[config.mk]
export PLATFORM = sky130hd
export DESIGN_NAME = stm_timer
export DESIGN_NICKNAME = d
export VERILOG_FILES = /design/src/shared/stm_pkg.sv /design/src/logic/stm_timer.sv /design/src/logic/stm_core.sv
export SDC_FILE = /design/constraint.sdc
export NUM_CORES = 1
export LEC_CHECK = 0
export ABC_AREA = 1
export CORE_UTILIZATION = 50
export CTS_CLUSTER_DIAMETER = 200
export CTS_CLUSTER_SIZE = 30
export DETAILED_ROUTE_END_ITERATION = 10
export DONT_BUFFER_PORTS = 1
export PLACE_DENSITY = 0.67
export SETUP_SLACK_MARGIN = 0.3
export SYNTH_ARGS = -nofsm -noshare
export SYNTH_HDL_FRONTEND = slang
export SYNTH_SLANG_ARGS = --single-unit
[constraint.sdc]
create_clock -name pclk -period 3.99 [get_ports pclk]
set_input_delay 0.5985 -clock pclk [delete_from_list [all_inputs] [get_ports pclk]]
set_output_delay 0.5985 -clock pclk [all_outputs]
set_load 0.05 [all_outputs]
[src/shared/stm_pkg.sv]
// package for the standard timer block: register map, field layout, modes
// ==========================================================================
// What this block does
// - PWM mode: op mode 10, pin function 10
// - one compare sets period, other sets duty
// - swap 1: period A, duty P*256 or 65536
// - duty at or above period gives 100 percent
// - clear select ignored in PWM mode
// - separate flags on compare A and P matches
// - pin function 00/01 forces pin, counting continues
// - invert bit reverses PWM pin polarity
// - single pulse: op mode 10, pin function 11
// - run rise starts counter and pulse leading edge
// - trigger pin edge sets run bit
// - compare A match clears run, ends pulse, flags
// - counter zeroed only on run rise; P ignored
// - capture mode is op mode 01, run starts
// - selected input edge copies counter to A
// - counter free runs; P match zeroes and flags
// - compare P zero lets counter wrap at max
// - pin function 11 disables capture, counter runs
// - capture mode has no output function
// - output level 0 active low, 1 active high
// - run rise resets pin to initial level
// - compare P meets counter upper eight bits only
// ==========================================================================
package stm_pkg;
   // register byte addresses on the APB
   localparam logic [11:0] STM_CTRL_ADDR = 12'h000;
   localparam logic [11:0] STM_CMPA_ADDR = 12'h004;
   localparam logic [11:0] STM_CMPP_ADDR = 12'h008;
   localparam logic [11:0] STM_CNT_ADDR  = 12'h00C;
   localparam logic [11:0] STM_FLAG_ADDR = 12'h010;
   // control register field positions
   localparam int STM_CLR_BIT  = 0;
   localparam int STM_DPX_BIT  = 1;
   localparam int STM_POL_BIT  = 2;
   localparam int STM_OC_BIT   = 3;
   localparam int STM_IO_LSB   = 4;
   localparam int STM_MODE_LSB = 6;
   localparam int STM_RUN_BIT  = 8;
   localparam int STM_TRIG_BIT = 9;
   // flag register bit positions, write one to clear
   localparam int STM_AF_BIT = 0;
   localparam int STM_PF_BIT = 1;
   // reset values
   localparam logic [9:0]  STM_CTRL_RST = 10'h000;
   localparam logic [15:0] STM_CMPA_RST = 16'h0000;
   localparam logic [7:0]  STM_CMPP_RST = 8'h00;
   // operating mode and pin function codes
   localparam logic [1:0] STM_MODE_CMP = 2'h0;
   localparam logic [1:0] STM_MODE_CAP = 2'h1;
   localparam logic [1:0] STM_MODE_PWM = 2'h2;
   localparam logic [1:0] STM_IO_INACT = 2'h0;
   localparam logic [1:0] STM_IO_ACT   = 2'h1;
   localparam logic [1:0] STM_IO_PWM   = 2'h2;
   localparam logic [1:0] STM_IO_PULSE = 2'h3;
   localparam logic [1:0] STM_EDGE_RISE = 2'h0;
   localparam logic [1:0] STM_EDGE_FALL = 2'h1;
   localparam logic [1:0] STM_EDGE_BOTH = 2'h2;

   // control fields as one carrier
   typedef struct packed {
      logic       trig_en;
      logic       run;
      logic [1:0] op_mode;
      logic [1:0] pin_fn;
      logic       out_level;
      logic       out_invert;
      logic       swap;
      logic       clr_sel;
   } stm_ctrl_t;

   // one-cycle events from the core
   typedef struct packed {
      logic match_a;
      logic match_p;
      logic capture;
      logic run_clear;
   } stm_evt_t;
endpackage : stm_pkg

[src/logic/stm_timer.sv]
// standard timer top: APB registers around the timer core
`timescale 1ns/1ps
`default_nettype none
module stm_timer #(
   parameter int CNT_W = 16
) (
   // APB
   input  wire logic        pclk,
   input  wire logic        presetn,
   input  wire logic        psel,
   input  wire logic        penable,
   input  wire logic        pwrite,
   input  wire logic [11:0] paddr,
   input  wire logic [31:0] pwdata,
   output logic [31:0]      prdata,
   output logic             pready,
   output logic             pslverr,
   // timer pins
   input  wire logic        timer_tick,
   input  wire logic        external_trigger_pin,
   input  wire logic        capture_input_pin,
   output logic             timer_out
);
   // ==========================================================
   // registers
   stm_pkg::stm_ctrl_t ctrl_q, ctrl_d;
   logic [CNT_W-1:0]   cmpa_q, cmpa_d;
   logic [7:0]         cmpp_q, cmpp_d;
   logic               af_q, af_d, pf_q, pf_d, trig_prev_q;
   logic [31:0]        rdata_d;
   logic [CNT_W-1:0]   count;
   stm_pkg::stm_evt_t  evt;
   logic               wr, trig_edge, decoded;

   assign wr        = psel & penable & pwrite;
   assign trig_edge = external_trigger_pin & ~trig_prev_q;
   assign pready    = 1'b1;
   assign decoded   = paddr == stm_pkg::STM_CTRL_ADDR || paddr == stm_pkg::STM_CMPA_ADDR
                      || paddr == stm_pkg::STM_CMPP_ADDR || paddr == stm_pkg::STM_CNT_ADDR
                      || paddr == stm_pkg::STM_FLAG_ADDR;
   assign pslverr   = psel & penable & ~decoded;

   always_comb begin
      ctrl_d = ctrl_q;
      cmpa_d = cmpa_q;
      cmpp_d = cmpp_q;
      af_d   = af_q;
      pf_d   = pf_q;
      if (wr) begin
         case (paddr)
            stm_pkg::STM_CTRL_ADDR: ctrl_d = pwdata[stm_pkg::STM_TRIG_BIT:0];
            stm_pkg::STM_CMPA_ADDR: cmpa_d = pwdata[CNT_W-1:0];
            stm_pkg::STM_CMPP_ADDR: cmpp_d = pwdata[7:0];
            stm_pkg::STM_FLAG_ADDR: begin
               if (pwdata[stm_pkg::STM_AF_BIT]) af_d = 1'b0;
               if (pwdata[stm_pkg::STM_PF_BIT]) pf_d = 1'b0;
            end
            default: ;
         endcase
      end
      // hardware events win over software writes
      if (ctrl_q.trig_en && ctrl_q.op_mode == stm_pkg::STM_MODE_PWM
          && ctrl_q.pin_fn == stm_pkg::STM_IO_PULSE && trig_edge)
         ctrl_d.run = 1'b1;
      if (evt.run_clear) ctrl_d.run = 1'b0;
      if (evt.capture) cmpa_d = count;
      if (evt.match_a || evt.capture) af_d = 1'b1;
      if (evt.match_p) pf_d = 1'b1;
   end

   always_comb begin
      case (paddr)
         stm_pkg::STM_CTRL_ADDR: rdata_d = {22'h0, ctrl_q};
         stm_pkg::STM_CMPA_ADDR: rdata_d = {{(32-CNT_W){1'b0}}, cmpa_q};
         stm_pkg::STM_CMPP_ADDR: rdata_d = {24'h0, cmpp_q};
         stm_pkg::STM_CNT_ADDR:  rdata_d = {{(32-CNT_W){1'b0}}, count};
         stm_pkg::STM_FLAG_ADDR: rdata_d = {30'h0, pf_q, af_q};
         default:                rdata_d = 32'h0;
      endcase
   end
   assign prdata = (psel && penable && !pwrite) ? rdata_d : 32'h0;

   always_ff @(posedge pclk or negedge presetn) begin
      if (!presetn) begin
         ctrl_q      <= stm_pkg::STM_CTRL_RST;
         cmpa_q      <= stm_pkg::STM_CMPA_RST;
         cmpp_q      <= stm_pkg::STM_CMPP_RST;
         af_q        <= 1'b0;
         pf_q        <= 1'b0;
         trig_prev_q <= 1'b0;
      end else begin
         ctrl_q      <= ctrl_d;
         cmpa_q      <= cmpa_d;
         cmpp_q      <= cmpp_d;
         af_q        <= af_d;
         pf_q        <= pf_d;
         trig_prev_q <= external_trigger_pin;
      end
   end

   stm_core #(.CNT_W(CNT_W)) u_core (
      .pclk    (pclk),
      .presetn (presetn),
      .ctrl    (ctrl_q),
      .cmp_a   (cmpa_q),
      .cmp_p   (cmpp_q),
      .tick    (timer_tick),
      .cap_in  (capture_input_pin),
      .count   (count),
      .evt     (evt),
      .pin_out (timer_out)
   );

   a_flag_a_set: assert property (@(posedge pclk) disable iff (!presetn)
      evt.match_a |=> af_q) else $error("compare a flag missed");
   a_flag_p_set: assert property (@(posedge pclk) disable iff (!presetn)
      evt.match_p |=> pf_q) else $error("compare p flag missed");
   a_capture_copy: assert property (@(posedge pclk) disable iff (!presetn)
      evt.capture |=> cmpa_q == $past(count)) else $error("capture value wrong");
   a_trig_start: assert property (@(posedge pclk) disable iff (!presetn)
      (trig_edge && ctrl_q.trig_en && ctrl_q.op_mode == 2'h2 && ctrl_q.pin_fn == 2'h3
       && !evt.run_clear) |=> ctrl_q.run) else $error("trigger did not start");
   a_cap_no_out: assert property (@(posedge pclk) disable iff (!presetn)
      ctrl_q.op_mode == 2'h1 |-> !timer_out) else $error("output in capture mode");
   a_run_zero: assert property (@(posedge pclk) disable iff (!presetn)
      $rose(ctrl_q.run) |=> count == '0) else $error("counter not zeroed");
endmodule : stm_timer
`default_nettype wire

[src/logic/stm_core.sv]
// timer core: counter, compares, waveform and capture
`timescale 1ns/1ps
`default_nettype none
module stm_core #(
   parameter int CNT_W = 16
) (
   // clock and reset
   input  wire logic             pclk,
   input  wire logic             presetn,
   // configuration, timer tick and capture input
   input  wire stm_pkg::stm_ctrl_t ctrl,
   input  wire logic [CNT_W-1:0] cmp_a,
   input  wire logic [7:0]       cmp_p,
   input  wire logic             tick,
   input  wire logic             cap_in,
   // results
   output logic [CNT_W-1:0]      count,
   output stm_pkg::stm_evt_t     evt,
   output logic                  pin_out
);
   // ==========================================================
   // counter and compares
   logic [CNT_W-1:0] cnt_q, cnt_d;
   logic             run_prev_q, cap_prev_q, act_q, act_d, pin_q, pin_d;
   logic             run_rise, is_pwm, is_pulse, is_cap;
   logic             hit_a, hit_p, edge_ok, act_raw;
   logic [16:0]      period, duty, cnt_next, p_val;

   assign run_rise = ctrl.run & ~run_prev_q;
   assign is_pwm   = ctrl.op_mode == stm_pkg::STM_MODE_PWM;
   assign is_pulse = is_pwm & (ctrl.pin_fn == stm_pkg::STM_IO_PULSE);
   assign is_cap   = ctrl.op_mode == stm_pkg::STM_MODE_CAP;
   assign cnt_next = {1'b0, cnt_q} + 17'h00001;
   assign p_val    = (cmp_p == 8'h00) ? 17'h10000 : {1'b0, cmp_p, 8'h00};
   // the compare that sets the period matches where the counter wraps, so its
   // flag still fires although the counter never shows that value itself
   assign hit_a    = tick & ((is_pwm & ~is_pulse & ctrl.swap) ? (cnt_next == {1'b0, cmp_a})
                                                              : (cnt_q == cmp_a));
   assign hit_p    = tick & ~is_pulse & ((is_pwm & ctrl.swap) ? ({1'b0, cnt_q} == p_val)
                                                              : (cnt_next == p_val));

   // period and duty in timer clocks, swap picks roles
   always_comb begin
      if (!ctrl.swap) begin
         period = (cmp_p == 8'h00) ? 17'h10000 : {1'b0, cmp_p, 8'h00};
         duty   = {1'b0, cmp_a};
      end else begin
         period = {1'b0, cmp_a};
         duty   = (cmp_p == 8'h00) ? 17'h10000 : {1'b0, cmp_p, 8'h00};
      end
   end

   always_comb begin
      cnt_d = cnt_q;
      if (run_rise) cnt_d = '0;
      else if (ctrl.run && tick) begin
         // clear select is never consulted here
         if (is_pwm && !is_pulse && ({1'b0, cnt_q} + 17'h1 >= period))
            cnt_d = '0;
         else if (is_cap && cmp_p != 8'h00 && hit_p) cnt_d = '0;
         else cnt_d = cnt_q + 1'b1;
      end
   end

   // ==========================================================
   // capture edge detect
   always_comb begin
      case (ctrl.pin_fn)
         stm_pkg::STM_EDGE_RISE: edge_ok = cap_in & ~cap_prev_q;
         stm_pkg::STM_EDGE_FALL: edge_ok = ~cap_in & cap_prev_q;
         stm_pkg::STM_EDGE_BOTH: edge_ok = cap_in ^ cap_prev_q;
         default:                edge_ok = 1'b0;
      endcase
   end

   // ==========================================================
   // waveform
   always_comb begin
      act_raw = act_q;
      if (is_pulse) act_raw = ctrl.run;
      else if (is_pwm) act_raw = ({1'b0, cnt_q} < duty) || (duty >= period);
      act_d = act_raw;
      pin_d = pin_q;
      if (run_rise) pin_d = ~ctrl.out_level ^ ctrl.out_invert;
      else if (is_pwm && ctrl.run) begin
         case (ctrl.pin_fn)
            stm_pkg::STM_IO_INACT: pin_d = ~ctrl.out_level;
            stm_pkg::STM_IO_ACT:   pin_d = ctrl.out_level;
            default: pin_d = (act_raw ~^ ctrl.out_level) ^ ctrl.out_invert;
         endcase
      end else if (is_pulse && !ctrl.run)
         pin_d = ~ctrl.out_level ^ ctrl.out_invert;
   end

   always_ff @(posedge pclk or negedge presetn) begin
      if (!presetn) begin
         cnt_q      <= '0;
         run_prev_q <= 1'b0;
         cap_prev_q <= 1'b0;
         act_q      <= 1'b0;
         pin_q      <= 1'b0;
      end else begin
         cnt_q      <= cnt_d;
         run_prev_q <= ctrl.run;
         cap_prev_q <= cap_in;
         act_q      <= act_d;
         pin_q      <= pin_d;
      end
   end

   assign count         = cnt_q;
   assign pin_out       = is_cap ? 1'b0 : pin_q;
   assign evt.match_a   = ctrl.run & hit_a & ~is_cap;
   assign evt.match_p   = ctrl.run & hit_p & (is_pwm | is_cap);
   assign evt.capture   = is_cap & ctrl.run & edge_ok;
   assign evt.run_clear = is_pulse & ctrl.run & hit_a & ~run_rise;

   a_pulse_ends: assert property (@(posedge pclk) disable iff (!presetn)
      evt.run_clear |=> !ctrl.run) else $error("run not cleared on match");
   a_cap_off: assert property (@(posedge pclk) disable iff (!presetn)
      (is_cap && ctrl.pin_fn == 2'h3) |-> !evt.capture) else $error("capture while off");
endmodule : stm_core
`default_nettype wire

==> flow_metrics.env <==
export IMPL_status="finished, violations left"
export IMPL_violations="DRC"
export IMPL_start_util=0.5177
export IMPL_total_power_w=0.001383
export IMPL_cp_arrival_ps=3510
export IMPL_wl_um=18560
export IMPL_nets=1039
export IMPL_vias=6146
export IMPL_slew_headroom=0.3990
export IMPL_grt_total_usage=0.3106
export IMPL_clkTransAtPathRegs_ps=60
export IMPL_first_global_vias=5488
export IMPL_critPathKind="register to register"
export IMPL_grt_ovfl_total=0
export IMPL_yosysWarnings=0
export IMPL_drtAntennaViolNets=0
export IMPL_r2r_slack_ps=700
export IMPL_seq_area_um2=1426
export IMPL_n_fill_cell=1189
export IMPL_core_um2=11560
export IMPL_power_density_nw_per_um2=216.6
export IMPL_cts_sinks=57
export IMPL_drt_first_iter_violations=619
export IMPL_synthCells=943
export IMPL_hold_path_class="primary input to async pin"
export IMPL_slew_viol_final=0
export IMPL_r2r_start="u_core.count[1]"
export IMPL_worstReg2RegEnd="u_core.count[12]"
export IMPL_synthFlopType="dfrtp_1"
export IMPL_max_slew_worst_pin_slew_ps=898.2
export IMPL_place_detailed_hpwl_um=14550
export IMPL_rr_worst_depth=16
export IMPL_synth_seq_cells=57
export IMPL_finalCriticalPeriod_ps=3294
export IMPL_wl_per_cell_um=17.01
export IMPL_antenna_found_initial=0
export IMPL_leakage_nw=3.372
export IMPL_endpoint_kind="register"
export IMPL_clock_skew_ps=6.917
export IMPL_start_kind="register"
export IMPL_setup_tns_final_ps=0
export IMPL_post_route_period_util=0.8256
export IMPL_postSynthAreaPerCell_um2=6.349
export IMPL_postSynth_asyncResetShare=1.000
export IMPL_cp_max_fo=16
export IMPL_setup_violations=0
export IMPL_drc=4
export IMPL_via_per_inst=5.633
export IMPL_area_delta_synth_final_pct=6.625
export IMPL_multiInputGateArea_um2=3824
export IMPL_ctsHtreeMaxLevel=3
export IMPL_vdd_drop_max_mv=0.2032
export IMPL_io_buffers=0
export IMPL_grt_pass1_wl_um=29630
export IMPL_firstDrtPassIters=10
export IMPL_antenna_cells=0
export IMPL_die_h_um=111.4
export IMPL_synth_area_um2=5987
export IMPL_yosysUniqueCellTypes=48
export IMPL_cts_tree="yes"
export IMPL_clockBufferDepth=2
export IMPL_maxCapViolCount=0
export IMPL_synth_edf_count=0
export IMPL_timing_fmax_mhz=303.6
export IMPL_cts_buffers_inserted=9
export IMPL_postCtsSetupBuffers=0
export IMPL_required_ps=4210
export IMPL_ioPinCount=87
export IMPL_rsz0062_at_grt="false"
export IMPL_clk_latency_ps=330
export IMPL_num_rows=39
export IMPL_die_x_um=111.4
export IMPL_ys_seq_area_frac=0.2382
export IMPL_hold_violations=0
export IMPL_synth_top_area_frac=0.2382
export IMPL_dieArea_um2=12420
export IMPL_grt_max_degree=58
export IMPL_globalplace_congestion=0.9397
export IMPL_synth_top_cell_by_area="dfrtp_1"
export IMPL_yosys_top_cells_area="dfrtp_1, nand2_1, ha_1, inv_1, o21ai_0"
export IMPL_root_buffer="clkbuf_16"
export IMPL_drive_gt1_frac=0.09177
## state kept, by name (all words and copies together), names as in the netlist, 8 cells and up
signal and cells:
cmpa_q 16, u_core.count 16, ctrl_q 10, cmpp_q 8
## critical path, stage by stage, from the launching register on
cell and delay (ps):
dfrtp_1 570, ha_1 280, nand2_2 120, nor2_8 220, nand2_4 80, inv_1 70, nand3_1 100, nand2_2 130
inv_1 60, ha_1 290, nand4_1 160, nor4b_1 390, a41oi_1 180, nand2_2 120, nand2_4 140, nand4_1 170
nand2_1 70
## kinds of logic (layout without fill, tap and decap cells)
group	Yosys count	after routing	share of synthesized area
other cells	2	17	0.001254
simple gates	501	501	0.3785
fa+ha+maj	43	43	0.08986
flops	57	57	0.2382
xor+xnor	7	7	0.01024
compound gates	157	157	0.1494
buf+inv	176	166	0.1325
## final cells by class
class                      instances  share of cell area
clock buffer                      10             0.03744
clock inverter                     5            0.005096
inverter                         126             0.07448
multi-input combinational        725              0.5990
sequential                        57              0.2234
tap                              143             0.02803
timing repair buffer              25             0.03254
## worst max path at each step
| stage | slack, ps | endpoint | from |
|---|---|---|---|
| 3_5_place_dp | 740 | u_core.count[12] | u_core.count[1] |
| 2_1_floorplan | 760 | prdata[13] | paddr[11] |
| 4_1_cts | 710 | u_core.count[12] | u_core.count[1] |
| 5_1_grt | 480 | u_core.count[12] | u_core.count[1] |
| 3_3_place_gp | 740 | prdata[1] | paddr[11] |
| 6_report | 700 | u_core.count[12] | u_core.count[1] |
## stage by stage
stage | instances | hold WS [ps] | area [um^2] | utilization | setup slack, ps
after global placement | 1075 | 303.8 | 6085 | 0.5261 | 742.5
after floorplan | 958 | 302.9 | 6043 | - | 764.3
after global routing | 1091 | 157.7 | 6384 | 0.5520 | 480.4
after CTS | 1091 | 145.2 | 6384 | 0.5520 | 705.1
final | 1091 | 135.1 | 6384 | 0.5520 | 695.9
after detailed placement | 1075 | 303.8 | 6085 | 0.5261 | 743.3
## what timing repair did
item / in CTS / in global routing
endpoints found under the hold margin: 57 / 0
hold buffers: 1 / 0
resized for setup: 0 / 0
## cells in the mapped netlist, types with 5 or more instances
| cell | instances |
|---|---|
| o211ai_1 | 9 |
| ha_1 | 43 |
| inv_1 | 121 |
| a221oi_1 | 8 |
| clkbuf_1 | 12 |
| buf_4 | 24 |
| o21ai_0 | 81 |
| buf_2 | 11 |
| o21ai_1 | 6 |
| dfrtp_1 | 57 |
| nand3_2 | 6 |
| nor2_1 | 83 |
| nand4_1 | 30 |
| o22ai_1 | 17 |
| a21oi_1 | 24 |
| nand3_1 | 43 |
| nor3_1 | 8 |
| nand2_1 | 287 |
| xor2_1 | 6 |
| nand2_4 | 5 |
| nand2_2 | 16 |
## layer usage
metal  wire length, um  track usage  up-vias
met5                 0            0        -
met4               577       0.1171        0
met3              1572      0.04573       34
met2              8054       0.4742      304
met1              8357       0.4435     2749
li1                  -            -     3059
## power by group
part | leakage, nW | switching [W] | internal (W)
clock | 0.126 | 0.000294 | 0.000431
sequential | 0.708 | 0.00000167 | 0.000581
combinational | 2.54 | 0.0000652 | 0.0000108
## layout by cell type, fill, tap and decap left out, drive strengths merged, types with 9 or more instances in the layout
cell | Yosys | final
nand3 | 49 | 49
inv | 125 | 125
o21ai | 89 | 89
dfrtp | 57 | 57
nor2 | 92 | 92
nand4 | 32 | 32
buf | 38 | 25
o22ai | 17 | 17
conb | 2 | 17
o211ai | 9 | 9
a21oi | 25 | 25
ha | 43 | 43
clkbuf | 12 | 10
nand2 | 308 | 308
Power figures use the tool's default switching activity.
